==> src/logic/hk_cmd_pkg.sv <==
// Constants, types and register map of the housekeeping command executor.
// Operation
// - Both power-query command codes are accepted and handled the same way.
// - Power query loads all ones when spun up and awake, else zero.
// - Self-diagnostic runs internal tests and puts the outcome in the error register.
// - After self-diagnostic the error register holds a result code, not flags.
// - Cache flush writes every pending write-cache entry to the media.
// - Flush completion is reported only after all cache entries are committed.
// - Track format formats exactly one track chosen by the address registers.
// - Track format writes zeros into every good sector of the track.
// - Track format never reads back or verifies the zeroed sectors.
// - A format table sent by the host is discarded; zeros are still written.
// - Every track is laid out the same, 1:1 interleave, whatever numbering requested.
// - Logical-mode format completion reports the current address in result registers.
// - Addressing-select bit: zero cylinder-head-sector, one logical-block.
// - Device-select bit: zero master, one slave.
// - Out-of-range logical address aborts format and sets the aborted flag.
// - Logical-mode format works on the track holding the supplied address.
package hk_cmd_pkg;

  localparam logic [11:0] ADDR_SECTOR_COUNT = 12'h008;
  localparam logic [11:0] ADDR_SECTOR_NUMBER = 12'h00C;
  localparam logic [11:0] ADDR_CYL_LOW = 12'h010;
  localparam logic [11:0] ADDR_CYL_HIGH = 12'h014;
  localparam logic [11:0] ADDR_DEV_HEAD = 12'h018;
  localparam logic [11:0] ADDR_COMMAND = 12'h01C;
  localparam logic [11:0] ADDR_ERROR = 12'h004;
  localparam logic [11:0] ADDR_STATUS = 12'h020;
  localparam logic [11:0] ADDR_CONTROL = 12'h024;

  localparam logic [7:0] CMD_POWER_QUERY = 8'hE5;
  localparam logic [7:0] CMD_POWER_QUERY_ALT = 8'h98;
  localparam logic [7:0] CMD_DIAGNOSE = 8'h90;
  localparam logic [7:0] CMD_FLUSH = 8'hE7;
  localparam logic [7:0] CMD_FORMAT_TRACK = 8'h50;

  localparam logic [7:0] POWER_ACTIVE = 8'hFF;
  localparam logic [7:0] POWER_IDLE = 8'h00;
  localparam int SPT = 63;
  localparam logic [27:0] SECTORS_PER_TRACK = 28'h000003F;
  localparam int HEAD_COUNT = 16;
  localparam logic [27:0] HEADS_PER_CYL = 28'h0000010;
  localparam int LBA_W = 28;

  localparam int BIT_LBA_MODE = 6;
  localparam int BIT_DEV_SELECT = 4;
  localparam int BIT_ABORT = 2;
  localparam int BIT_IDNF = 4;
  localparam int BIT_BUSY = 7;
  localparam int BIT_READY = 6;
  localparam int BIT_FAULT = 5;
  localparam int BIT_SEEK_DONE = 4;
  localparam int BIT_ERROR = 0;
  localparam int BIT_CTL_DEVICE_ID = 0;
  localparam logic [7:0] ERR_NONE = 8'h00;

  typedef enum logic [5:0] {
    ST_IDLE = 6'b000001,
    ST_DIAG = 6'b000010,
    ST_FLUSH = 6'b000100,
    ST_FMT_SEEK = 6'b001000,
    ST_FMT_WRITE = 6'b010000,
    ST_DONE = 6'b100000
  } state_type;

  // Parameter block written by the host.
  typedef struct packed {
    logic [7:0] sector_count;
    logic [7:0] sector_number;
    logic [7:0] cyl_low;
    logic [7:0] cyl_high;
    logic [7:0] dev_head;
  } taskfile_type;

  // Request to the media/sector engine.
  typedef struct packed {
    logic write_zero;
    logic flush;
    logic diag;
    logic [27:0] lba;
  } media_req_type;

endpackage

==> src/logic/hk_cmd_exec.sv <==
// Housekeeping command executor with an APB register block.
//
// Implementation choices: the APB slave port and the register addresses.
`timescale 1ns/1ps
`default_nettype none
module hk_cmd_exec (
  input wire logic pclk,
  input wire logic presetn,
  input wire logic psel,
  input wire logic penable,
  input wire logic pwrite,
  input wire logic [11:0] paddr,
  input wire logic [31:0] pwdata,
  output logic [31:0] prdata,
  output logic pready,
  output logic pslverr,
  input wire logic spindle_at_speed,
  input wire logic standby_mode,
  input wire logic sleep_mode,
  input wire logic [27:0] max_lba,
  output hk_cmd_pkg::media_req_type media_req,
  output logic media_req_valid,
  input wire logic media_ack,
  input wire logic media_sector_bad,
  input wire logic cache_dirty,
  input wire logic [7:0] diag_code
);
  import hk_cmd_pkg::*;

  ////////////////////////////////////////////////////////////////////////////
  state_type state, next_state;
  taskfile_type tf, next_tf;
  logic [7:0] cmd, next_cmd;
  logic [7:0] err, next_err;
  logic status_err, next_status_err;
  logic [27:0] lba, next_lba;
  logic [5:0] sect, next_sect;
  logic device_id, next_device_id;
  logic wr, rd, busy, selected, lba_mode;
  logic [27:0] chs_lba, host_lba, track_base;
  logic [7:0] cmd_in;

  assign wr = psel && penable && pwrite;
  assign rd = psel && !penable && !pwrite;
  assign busy = (state != ST_IDLE);
  assign lba_mode = tf.dev_head[BIT_LBA_MODE];
  assign selected = (tf.dev_head[BIT_DEV_SELECT] == device_id);
  assign cmd_in = pwdata[7:0];

  // Address of the target track in either mode.
  assign host_lba = {tf.dev_head[3:0], tf.cyl_high, tf.cyl_low, tf.sector_number};
  assign chs_lba = 28'(({12'h000, tf.cyl_high, tf.cyl_low} * HEADS_PER_CYL
                   + {24'h000000, tf.dev_head[3:0]}) * SECTORS_PER_TRACK);
  assign track_base = lba_mode ? 28'(host_lba - (host_lba % SECTORS_PER_TRACK))
                               : chs_lba;

  ////////////////////////////////////////////////////////////////////////////
  always_comb
  begin
    next_state = state;
    next_tf = tf;
    next_cmd = cmd;
    next_err = err;
    next_status_err = status_err;
    next_lba = lba;
    next_sect = sect;
    next_device_id = device_id;
    // Parameter writes are ignored while a command runs.
    if (wr && !busy)
    begin
      case (paddr)
        ADDR_SECTOR_COUNT: next_tf.sector_count = pwdata[7:0];
        ADDR_SECTOR_NUMBER: next_tf.sector_number = pwdata[7:0];
        ADDR_CYL_LOW: next_tf.cyl_low = pwdata[7:0];
        ADDR_CYL_HIGH: next_tf.cyl_high = pwdata[7:0];
        ADDR_DEV_HEAD: next_tf.dev_head = pwdata[7:0];
        ADDR_CONTROL: next_device_id = pwdata[BIT_CTL_DEVICE_ID];
        default: ;
      endcase
    end
    case (state)
      ST_IDLE:
      begin
        if (wr && paddr == ADDR_COMMAND && (selected || cmd_in == CMD_DIAGNOSE))
        begin
          next_cmd = cmd_in;
          next_err = ERR_NONE;
          next_status_err = 1'b0;
          case (cmd_in)
            CMD_POWER_QUERY, CMD_POWER_QUERY_ALT:
            begin
              next_tf.sector_count = (spindle_at_speed && !standby_mode && !sleep_mode)
                                     ? POWER_ACTIVE : POWER_IDLE;
              next_state = ST_DONE;
            end
            CMD_DIAGNOSE: next_state = ST_DIAG;
            CMD_FLUSH: next_state = ST_FLUSH;
            CMD_FORMAT_TRACK:
            begin
              // A format table written as data is never consumed.
              if (lba_mode && host_lba > max_lba)
              begin
                next_err[BIT_ABORT] = 1'b1;
                next_status_err = 1'b1;
                next_state = ST_DONE;
              end
              else
              begin
                next_state = ST_FMT_SEEK;
              end
            end
            default:
            begin
              next_err[BIT_ABORT] = 1'b1;
              next_status_err = 1'b1;
              next_state = ST_DONE;
            end
          endcase
        end
      end
      ST_DIAG:
        if (media_ack)
        begin
          next_err = diag_code;
          next_state = ST_DONE;
        end
      ST_FLUSH:
        if (media_ack && !cache_dirty)
          next_state = ST_DONE;
      ST_FMT_WRITE:
        if (media_ack)
        begin
          // Sectors are written in ascending order, 1:1, with no read-back.
          if (sect == 6'(SPT - 1))
          begin
            if (lba_mode)
            begin
              next_tf.sector_number = lba[7:0];
              next_tf.cyl_low = lba[15:8];
              next_tf.cyl_high = lba[23:16];
              next_tf.dev_head[3:0] = lba[27:24];
            end
            next_state = ST_DONE;
          end
          else
          begin
            next_sect = 6'(sect + 6'h01);
            next_lba = 28'(lba + 28'h0000001);
          end
        end
      ST_FMT_SEEK:
      begin
        // Parameter writes are locked out while busy, so the track address is steady here.
        next_lba = track_base;
        next_sect = 6'h00;
        next_state = ST_FMT_WRITE;
      end
      ST_DONE: next_state = ST_IDLE;
      default: next_state = ST_IDLE;
    endcase
  end

  always_ff @(posedge pclk or negedge presetn)
  begin
    if (!presetn)
    begin
      state <= ST_IDLE;
      tf <= '0;
      cmd <= 8'h00;
      err <= 8'h00;
      status_err <= 1'b0;
      lba <= 28'h0000000;
      sect <= 6'h00;
      device_id <= 1'b0;
    end
    else
    begin
      state <= next_state;
      tf <= next_tf;
      cmd <= next_cmd;
      err <= next_err;
      status_err <= next_status_err;
      lba <= next_lba;
      sect <= next_sect;
      device_id <= next_device_id;
    end
  end

  ////////////////////////////////////////////////////////////////////////////
  // Media requests; a bad sector is skipped by the engine and simply acked.
  always_comb
  begin
    media_req = '0;
    media_req.lba = lba;
    media_req.diag = (state == ST_DIAG);
    media_req.flush = (state == ST_FLUSH);
    media_req.write_zero = (state == ST_FMT_WRITE) && !media_sector_bad;
    media_req_valid = (state == ST_DIAG) || (state == ST_FLUSH) || (state == ST_FMT_WRITE);
  end

  ////////////////////////////////////////////////////////////////////////////
  logic [7:0] status_byte;
  logic [31:0] next_prdata;
  always_comb
  begin
    status_byte = 8'h00;
    status_byte[BIT_BUSY] = busy;
    status_byte[BIT_READY] = !busy;
    status_byte[BIT_SEEK_DONE] = !busy;
    status_byte[BIT_ERROR] = status_err && !busy;
    next_prdata = prdata;
    if (rd)
    begin
      case (paddr)
        ADDR_ERROR: next_prdata = {24'h000000, busy ? 8'h00 : err};
        ADDR_SECTOR_COUNT: next_prdata = {24'h000000, tf.sector_count};
        ADDR_SECTOR_NUMBER: next_prdata = {24'h000000, tf.sector_number};
        ADDR_CYL_LOW: next_prdata = {24'h000000, tf.cyl_low};
        ADDR_CYL_HIGH: next_prdata = {24'h000000, tf.cyl_high};
        ADDR_DEV_HEAD: next_prdata = {24'h000000, tf.dev_head};
        ADDR_COMMAND: next_prdata = {24'h000000, cmd};
        ADDR_STATUS: next_prdata = {24'h000000, status_byte};
        ADDR_CONTROL: next_prdata = {31'h00000000, device_id};
        default: next_prdata = 32'h00000000;
      endcase
    end
  end

  always_ff @(posedge pclk or negedge presetn)
  begin
    if (!presetn)
      prdata <= 32'h00000000;
    else
      prdata <= next_prdata;
  end

  ////////////////////////////////////////////////////////////////////////////
  // Address decode; an access outside the register map answers with an error.
  logic mapped;
  always_comb
  begin
    case (paddr)
      ADDR_ERROR,
      ADDR_SECTOR_COUNT,
      ADDR_SECTOR_NUMBER,
      ADDR_CYL_LOW,
      ADDR_CYL_HIGH,
      ADDR_DEV_HEAD,
      ADDR_COMMAND,
      ADDR_STATUS,
      ADDR_CONTROL: mapped = 1'b1;
      default: mapped = 1'b0;
    endcase
  end

  assign pready = 1'b1;
  assign pslverr = psel && penable && !mapped;

endmodule // hk_cmd_exec
`default_nettype wire

==> config.mk <==
export PLATFORM = sky130hd
export DESIGN_NAME = hk_cmd_exec
export DESIGN_NICKNAME = d
export VERILOG_FILES = /design/src/logic/hk_cmd_pkg.sv /design/src/logic/hk_cmd_exec.sv
export SDC_FILE = /design/constraint.sdc
export NUM_CORES = 1
export LEC_CHECK = 0
export BUFFER_PORTS_ARGS = -buffer_cell sky130_fd_sc_hd__buf_2
export CAP_MARGIN = 10
export CORE_MARGIN = 2
export CORE_UTILIZATION = 60
export DETAILED_ROUTE_END_ITERATION = 8
export HOLD_SLACK_MARGIN = 0.1
export PLACE_DENSITY_LB_ADDON = 0.25
export SLEW_MARGIN = 30
export SYNTH_ARGS = -nofsm -noshare
export SYNTH_HDL_FRONTEND = slang
export SYNTH_SLANG_ARGS = --single-unit
==> constraint.sdc <==
create_clock -name pclk -period 27.8 [get_ports pclk]
set_input_delay 8.34 -clock pclk [delete_from_list [all_inputs] [get_ports pclk]]
set_output_delay 8.34 -clock pclk [all_outputs]
set_load 0.1 [all_outputs]
==> results.md, run 1 <==
* Net count, final at just over 3000
* DR iter-0 viols at between 2000 and 2500
* Worst hold path depth at 2
* Routed len/inst at slightly above 20 um
* Post-Synthesis Mean Instance Area at approximately 7.7 um2
* First-pass GRT wire length at around 110000 um
* Htree depth at 3
* Clock latency on the worst-skew pair at roughly 0.37 ns
* Die width at 190 um
* Clock tree buffer depth at 2
* Worst-Margin Slew at between 0.9 and 1 ns
* Most frequent cells in the layout: 251 x nor2_1, 204 x nand2_1, 165 x a21oi_1
* Final period util at 94.2%
* EDFF count, synth at 0
* Synth cell types at roughly 140
* Worst Hold Class: flip-flop to flip-flop
* Final hold vios at 0
* Boundary Pins at roughly 160
* Worst r2r path cells at 106
* Layout cells sized above 1 at between 15 and 20%
* Starting Density at 60.5%
* Number of global-route vias before repair at 20800
* Clk sink count at roughly 110
* Setup violators final at 0
* Via/cell ratio at ~6.7
* Gpl congestion at just under 1
* Seq/Total Area, Yosys at between 10% and 20%
* Placed Area at between 0.02 and 0.025 mm2
* Wirelength, routed at a little under 70000 um
* Crit path required time at about 28 ns
* Mapped cell area at 0.0208 mm2
* Core region area at 0.0343 mm2
* Critical path arrival at ~26 ns
* Slew headroom at around a third
* Pins Over Slew Limit at 0
* Grt total ovfl at 0
* CTS tree: built
* Total of max-cap violations at 0
* # DRC at 0
* Worst-path clk slew at 0.09 ns
* Commonest non-fill, non-tap cell in the layout: nor2_1
* Crit Path Max Fanout at 13
* Number of port buffers at 107
* Setup crit start kind: flip-flop
* Router iterations before antenna repair at 6
* ANT nets after route at 0
* HPWL after DPL at approximately 54000 um
* Root buffer cell: clkbuf_16
* Clock Skew at 0.0120 ns
* Leak Pwr at 9.56 nW
* Die ar. at 0.0361 mm2
* Pwr per Cell Area at 103 mW/mm2
* Fmax at 38.2 MHz
* Post-Synthesis Cells at ~2700
* Site Rows at 68
* DR vias at 22200
* Setup CP Type: flip-flop to flip-flop
* Seq cells post-synth at approximately 110
* Largest net degree at the start of global routing at 82
* Max IR drop VDD at 0.000168 V
* Synth warn at 0
* CP peak stage delay at ~0.64 ns
* GRT Overall Usage at a little under two fifths
* Slowest CP cell: or4_1
* CP endpoint kind: flip-flop
* CTS Buf Count at 9
* Fin area at ~0.023 mm2
* Predominant post-synthesis flop cell: dfrtp_1
* Async S/R FF share, synth at 100%
* Area delta synth->final at 10.9%
* Min cycle time layout at around 26 ns
* Initial antenna violation count at 5
* Final Util at 67.2%
* Die H at between 150 and 200 um
* Run status: completed
## synth_stat cells (all sizes together) (13+ instances only)
cell / n / share of area, %
nor3: 72 / 1.9
or4: 14 / 0.54
o21bai: 23 / 0.83
a211oi: 46 / 1.8
o31ai: 21 / 1.1
fa: 56 / 5.4
a41oi: 13 / 0.80
dfrtp: 105 / 13
nand4: 63 / 2.1
nor4: 28 / 1.4
nor2: 260 / 4.8
and3: 49 / 1.5
o211ai: 51 / 2.0
and4: 16 / 0.69
o2111ai: 13 / 0.66
nand2: 205 / 3.7
ha: 115 / 6.9
a21o: 44 / 1.6
a31oi: 43 / 1.5
inv: 124 / 2.2
o22ai: 20 / 0.75
xnor2: 138 / 5.9
a21boi: 14 / 0.51
mux2: 28 / 1.6
and2: 55 / 1.7
clkbuf: 62 / 1.1
nand2b: 44 / 1.3
buf: 65 / 2.1
o211a: 17 / 0.82
xor2: 54 / 2.3
a21oi: 173 / 4.3
o21a: 21 / 0.77
or2: 17 / 0.51
o21ai: 161 / 4.0
nor2b: 36 / 1.1
or3: 26 / 0.88
mux2i: 43 / 2.1
a31o: 14 / 0.59
nand3: 107 / 2.8
## power by group
part,internal (mW),switching (mW)
registers,0.160,0.00760
clock network,0.0639,0.0678
logic,0.817,1.27
total,1.04,1.34
## through the flow
step           std cells  total power, mW  TNS (ns)  hold slack [ns]  setup WS (ns)
4_1_cts             3297             2.31         0            0.469          0.642
6_report            3314             2.38         0            0.473           1.60
3_5_place_dp        3281             2.16         0            0.451          0.793
3_3_place_gp        3281             2.12         0            0.447           1.32
2_1_floorplan       2703             1.60         0            0.433           4.00
5_1_grt             3314             2.57   -0.0447            0.497        -0.0447
## flip-flops by register name, summed over array words and instances, names as in the netlist, 6 cells and up
register / count
err: 8
sect: 6
lba: 28
state: 6
tf: 11
cmd: 8
prdata: 8
host_lba: 28
## metal layers
metal | global-route usage, % | wire length [um] | up-vias
met3 | 4.21 | 5660 | 167
met2 | 61.5 | 31800 | 1103
met5 | 0 | 13 | -
li1 | - | - | 10400
met4 | 13.2 | 2440 | 2
met1 | 49.5 | 28400 | 10600
## critical path: cells and delay by family, from the launching register on
family	cells	cell delay, ns
muxes	4	1.58
xor gates and xnor gates	4	0.62
AOI/OAI and AO/OA	46	11.55
buffers and inverters	7	1.33
DFF	1	0.41
and+or+nand+nor	43	10.03
adders and majority gates	2	0.57
## path summary, 6_finish.rpt
path	from	to	slack, ns
max	host_lba[11]	lba[26]	1.60
min	cmd[6]	cmd[6]	0.47
max reg2reg	host_lba[11]	lba[26]	1.60
min reg2reg	cmd[6]	cmd[6]	0.47
max in group asynchronous	presetn	state[2]	18.84
min in group asynchronous	presetn	lba[17]	7.89
## layout make-up
| type | count | area, um2 |
|---|---|---|
| Antenna cell | 4 | 10.0 |
| Tap cell | 455 | 569 |
| Fill cell | 2978 | 11300 |
| Inverter | 124 | 469 |
| Timing Repair Buffer | 263 | 1710 |
| Clock inverter | 7 | 77.6 |
| Sequential cell | 106 | 2650 |
| Clock buffer | 9 | 225 |
| Multi-Input combinational cell | 2346 | 17300 |
## cell families after synthesis
group / synth area share, %
mux: 3.63
simple gates: 27.2
flops: 12.8
other cells: 0.0362
fa+ha+maj: 12.7
compound gates: 30.0
buf+inv: 5.48
xor+xnor: 8.21
## what timing repair did
action | 4_1_cts | 5_1_grt
setup endpoints to repair | 0 | 10
gates resized for setup | 0 | 47
hold buffers | 0 | 0
setup buffers | 0 | 13
Note: power is estimated with default switching activity, not from simulation.
==> run 2: changes to the inputs <==
- ABC_AREA: not set -> 1
- clock period: 27.8 -> 33.8 ns (I/O delays scaled with it)
==> run 2 against run 1 <==
Register-to-register slack gained 8.2 ns. Highest routed layer is now met4. Area after synthesis is 14% higher. Flip-flop and latch count is the same. Largest cell class unchanged. Routed wire length is 4.6% lower. Hold slack improved by 0.029 ns. First-iteration DRC count decreased by 10%. Clock skew decreased by 0.0021 ns. Setup slack gained 8.2 ns.
==> results.md, run 2 <==
* Run status: completed
* Final period util at 70.9% (-23 points)
* Worst Hold Class: flip-flop to flip-flop
* Setup TNS at 0 ns (unchanged)
* Synth warn at 0 (unchanged)
* Setup CP Type: flip-flop to flip-flop
* DR iter-0 viols at 1862 (-10%)
* Worst hold path depth at 2 (unchanged)
* Root buffer cell: clkbuf_16
* Largest net degree at the start of global routing at 61 (-26%)
* # Post-CTS Setup Buffers at 0 (unchanged)
* Layout cells sized above 1 at 21.7% (+4.3 points)
* Worst-Margin Slew at 1.06 ns (+0.0767 ns)
* Site Rows at 72 (+5.9%)
* Async S/R FF share, synth at 100% (unchanged)
* Crit Path Max Fanout at 34 (+21)
* Seq cells post-synth at 106 (unchanged)
* Routed len/inst at 15.6 um (-25%)
* Post-Synthesis Cells at 3590 (+34%)
* Setup violators final at 0 (unchanged)
* Min cycle time layout at 23.98 ns (-2.22 ns)
* Die ar. at 0.0409 mm2 (+13%)
* Starting Density at 60.9% (+0.34 points)
* Wirelength, routed at 65200 um (-4.6%)
* Slew headroom at 28.6% (-5.5 points)
* CTS Buf Count at 9 (unchanged)
* Reg-to-reg startpoint: host_lba[10]
* Fin area at 0.0246 mm2 (+6.7%)
* Count leader, synth: nand2_1
* First-pass GRT wire length at 106000 um (-2.3%)
* HPWL after DPL at 53600 um (-0.85%)
* Via/cell ratio at 5.62 (-16%)
* Placed Area at 0.0243 mm2 (+8.5%)
* Seq/Total Area, Yosys at 11.3% (-1.5 points)
* ANT nets after route at 0 (unchanged)
* Post-Synthesis Mean Instance Area at 6.57 um2 (-15%)
* Hold Path End: cmd[4]
* Worst-path clk slew at 0.07 ns (-0.02 ns)
* GRT Overall Usage at 31.5% (-5.4 points)
* Die H at 202 um (+6.4%)
* Mapped cell area at 0.0236 mm2 (+14%)
* Synth top area cells: nand2_1 13%, dfrtp_1 11%, inv_1 8.0%
* Critical path arrival at 24.28 ns (-2.20 ns)
* Placed Cells at 4170 (+27%)
* Setup crit start kind: flip-flop
* Slowest CP cell: dfrtp_1
* Commonest non-fill, non-tap cell in the layout: nand2_1
* Initial antenna violation count at 3 (-2)
* Number of port buffers at 107 (unchanged)
* Post-synth top area share at 12.7% (+0.060 points)
* RSZ-0062 raised after global routing: false
* Net count, final at 3925 (+26%)
* Hold buffers post-CTS at 0 (unchanged)
* Most frequent cells in the layout: 799 x nand2_1, 503 x inv_1, 286 x nand3_1
* Grt total ovfl at 0 (unchanged)
* Reg2Reg Setup Slack at 9.82 ns (+8.22 ns)
* Clock tree buffer depth at 2 (unchanged)
* Most frequent cells after synthesis: 799 x nand2_1, 503 x inv_1, 286 x nand3_1, 279 x nor2_1, 204 x nand2_2
* CP peak stage delay at 0.81 ns (+0.17 ns)
* Pins Over Slew Limit at 0 (unchanged)
* Number of global-route vias before repair at 21200 (+1.7%)
* Area delta synth->final at 4.20%
* Fmax at 41.7 MHz (+9.3%)
* Htree depth at 3 (unchanged)
* Boundary Pins at 157 (unchanged)
* CTS tree: built
* Gpl congestion at 0.965 (-1.9%)
* Clk sink count at 106 (unchanged)
* CP endpoint kind: flip-flop
* Crit-path most repeated cell: nand2_2
* Hold Crit Start: cmd[4]
* Die width at 202 um (+6.4%)
* Final hold vios at 0 (unchanged)
* Predominant post-synthesis flop cell: dfrtp_1
* Final Non-Filler Cells at 4189 (+26%)
* Cell taking the most area after synthesis: nand2_1
* # DRC at 0 (unchanged)
* Synth cell types at 79 (-45%)
* Router iterations before antenna repair at 6 (unchanged)
* Clock Skew at 0.00988 ns (-0.00210 ns)
* Clock latency on the worst-skew pair at 0.37 ns (about the same)
* PostCTS Resize Cnt at 0 (unchanged)
* Worst r2r path cells at 161 (+52%)
* DR vias at 23500 (+5.8%)
* Crit path required time at 34.10 ns (+6.01 ns)
* EDFF count, synth at 0 (unchanged)
* R2R Path End: lba[27]
* Total of max-cap violations at 0 (unchanged)
* Core region area at 0.0387 mm2 (+13%)
run 2: logic make-up after synthesis:
group / Yosys count / share of synthesized area [%]
and+or+nand+nor: 2111 / 50.5
buffers and inverters: 653 / 12.5
xor gates and xnor gates: 80 / 3.03
DFF: 106 / 11.3
adders and majority gates: 171 / 10.9
AOI/OAI and AO/OA: 467 / 11.8
other: 2 / 0.0318
run 2: cell type report:
type	count	area, um2
inverters	572	2260
fillers	3787	14200
clock inverters	7	73.8
diodes	3	7.51
flip-flops and latches	106	2650
well taps	518	648
repair buffers	120	636
multi-input cells	2854	18100
clock buffers	9	225
run 2: critical path: cells and delay by family (launching register included):
kind	cells	cell delay, ns
fa+ha+maj	4	0.99
flops	1	0.81
xor+xnor	3	0.52
buf+inv	17	1.81
compound gates	19	3.37
simple gates	118	16.28
run 2: stage by stage:
stage / utilization [%] / hold slack, ns / setup slack (ns)
6_report: 63.4 / 0.502 / 9.82
5_1_grt: 63.4 / 0.516 / 7.40
4_1_cts: 63.4 / 0.495 / 9.93
3_5_place_dp: 62.6 / 0.478 / 10.02
3_3_place_gp: 62.6 / 0.470 / 10.24
2_1_floorplan: - / 0.442 / 10.75
run 2: how the worst max path moves through the flow:
stage,from,end,slack (ns),cells after the start
3_5_place_dp,host_lba[10],lba[27],10.02,163
2_1_floorplan,paddr[1],pslverr,10.75,10
6_report,host_lba[10],lba[27],9.82,161
3_3_place_gp,host_lba[10],lba[27],10.24,161
5_1_grt,host_lba[10],lba[27],7.40,162
4_1_cts,host_lba[10],lba[27],9.93,161
run 2: layer usage:
| metal | routed length [um] | global-route usage (%) | share of wire, % | vias up |
|---|---|---|---|---|
| li1 | - | - | - | 11800 |
| met3 | 4370 | 2.29 | 6.7 | 123 |
| met2 | 29400 | 51.4 | 45 | 802 |
| met4 | 2200 | 10.5 | 3.4 | 0 |
| met1 | 29200 | 44.0 | 45 | 10800 |
| met5 | 0 | 0 | 0 | - |
Power of run 2 is left out: the tool's default activity adds up to more than one toggle a clock period on the data nets, which glitch-free logic cannot reach.
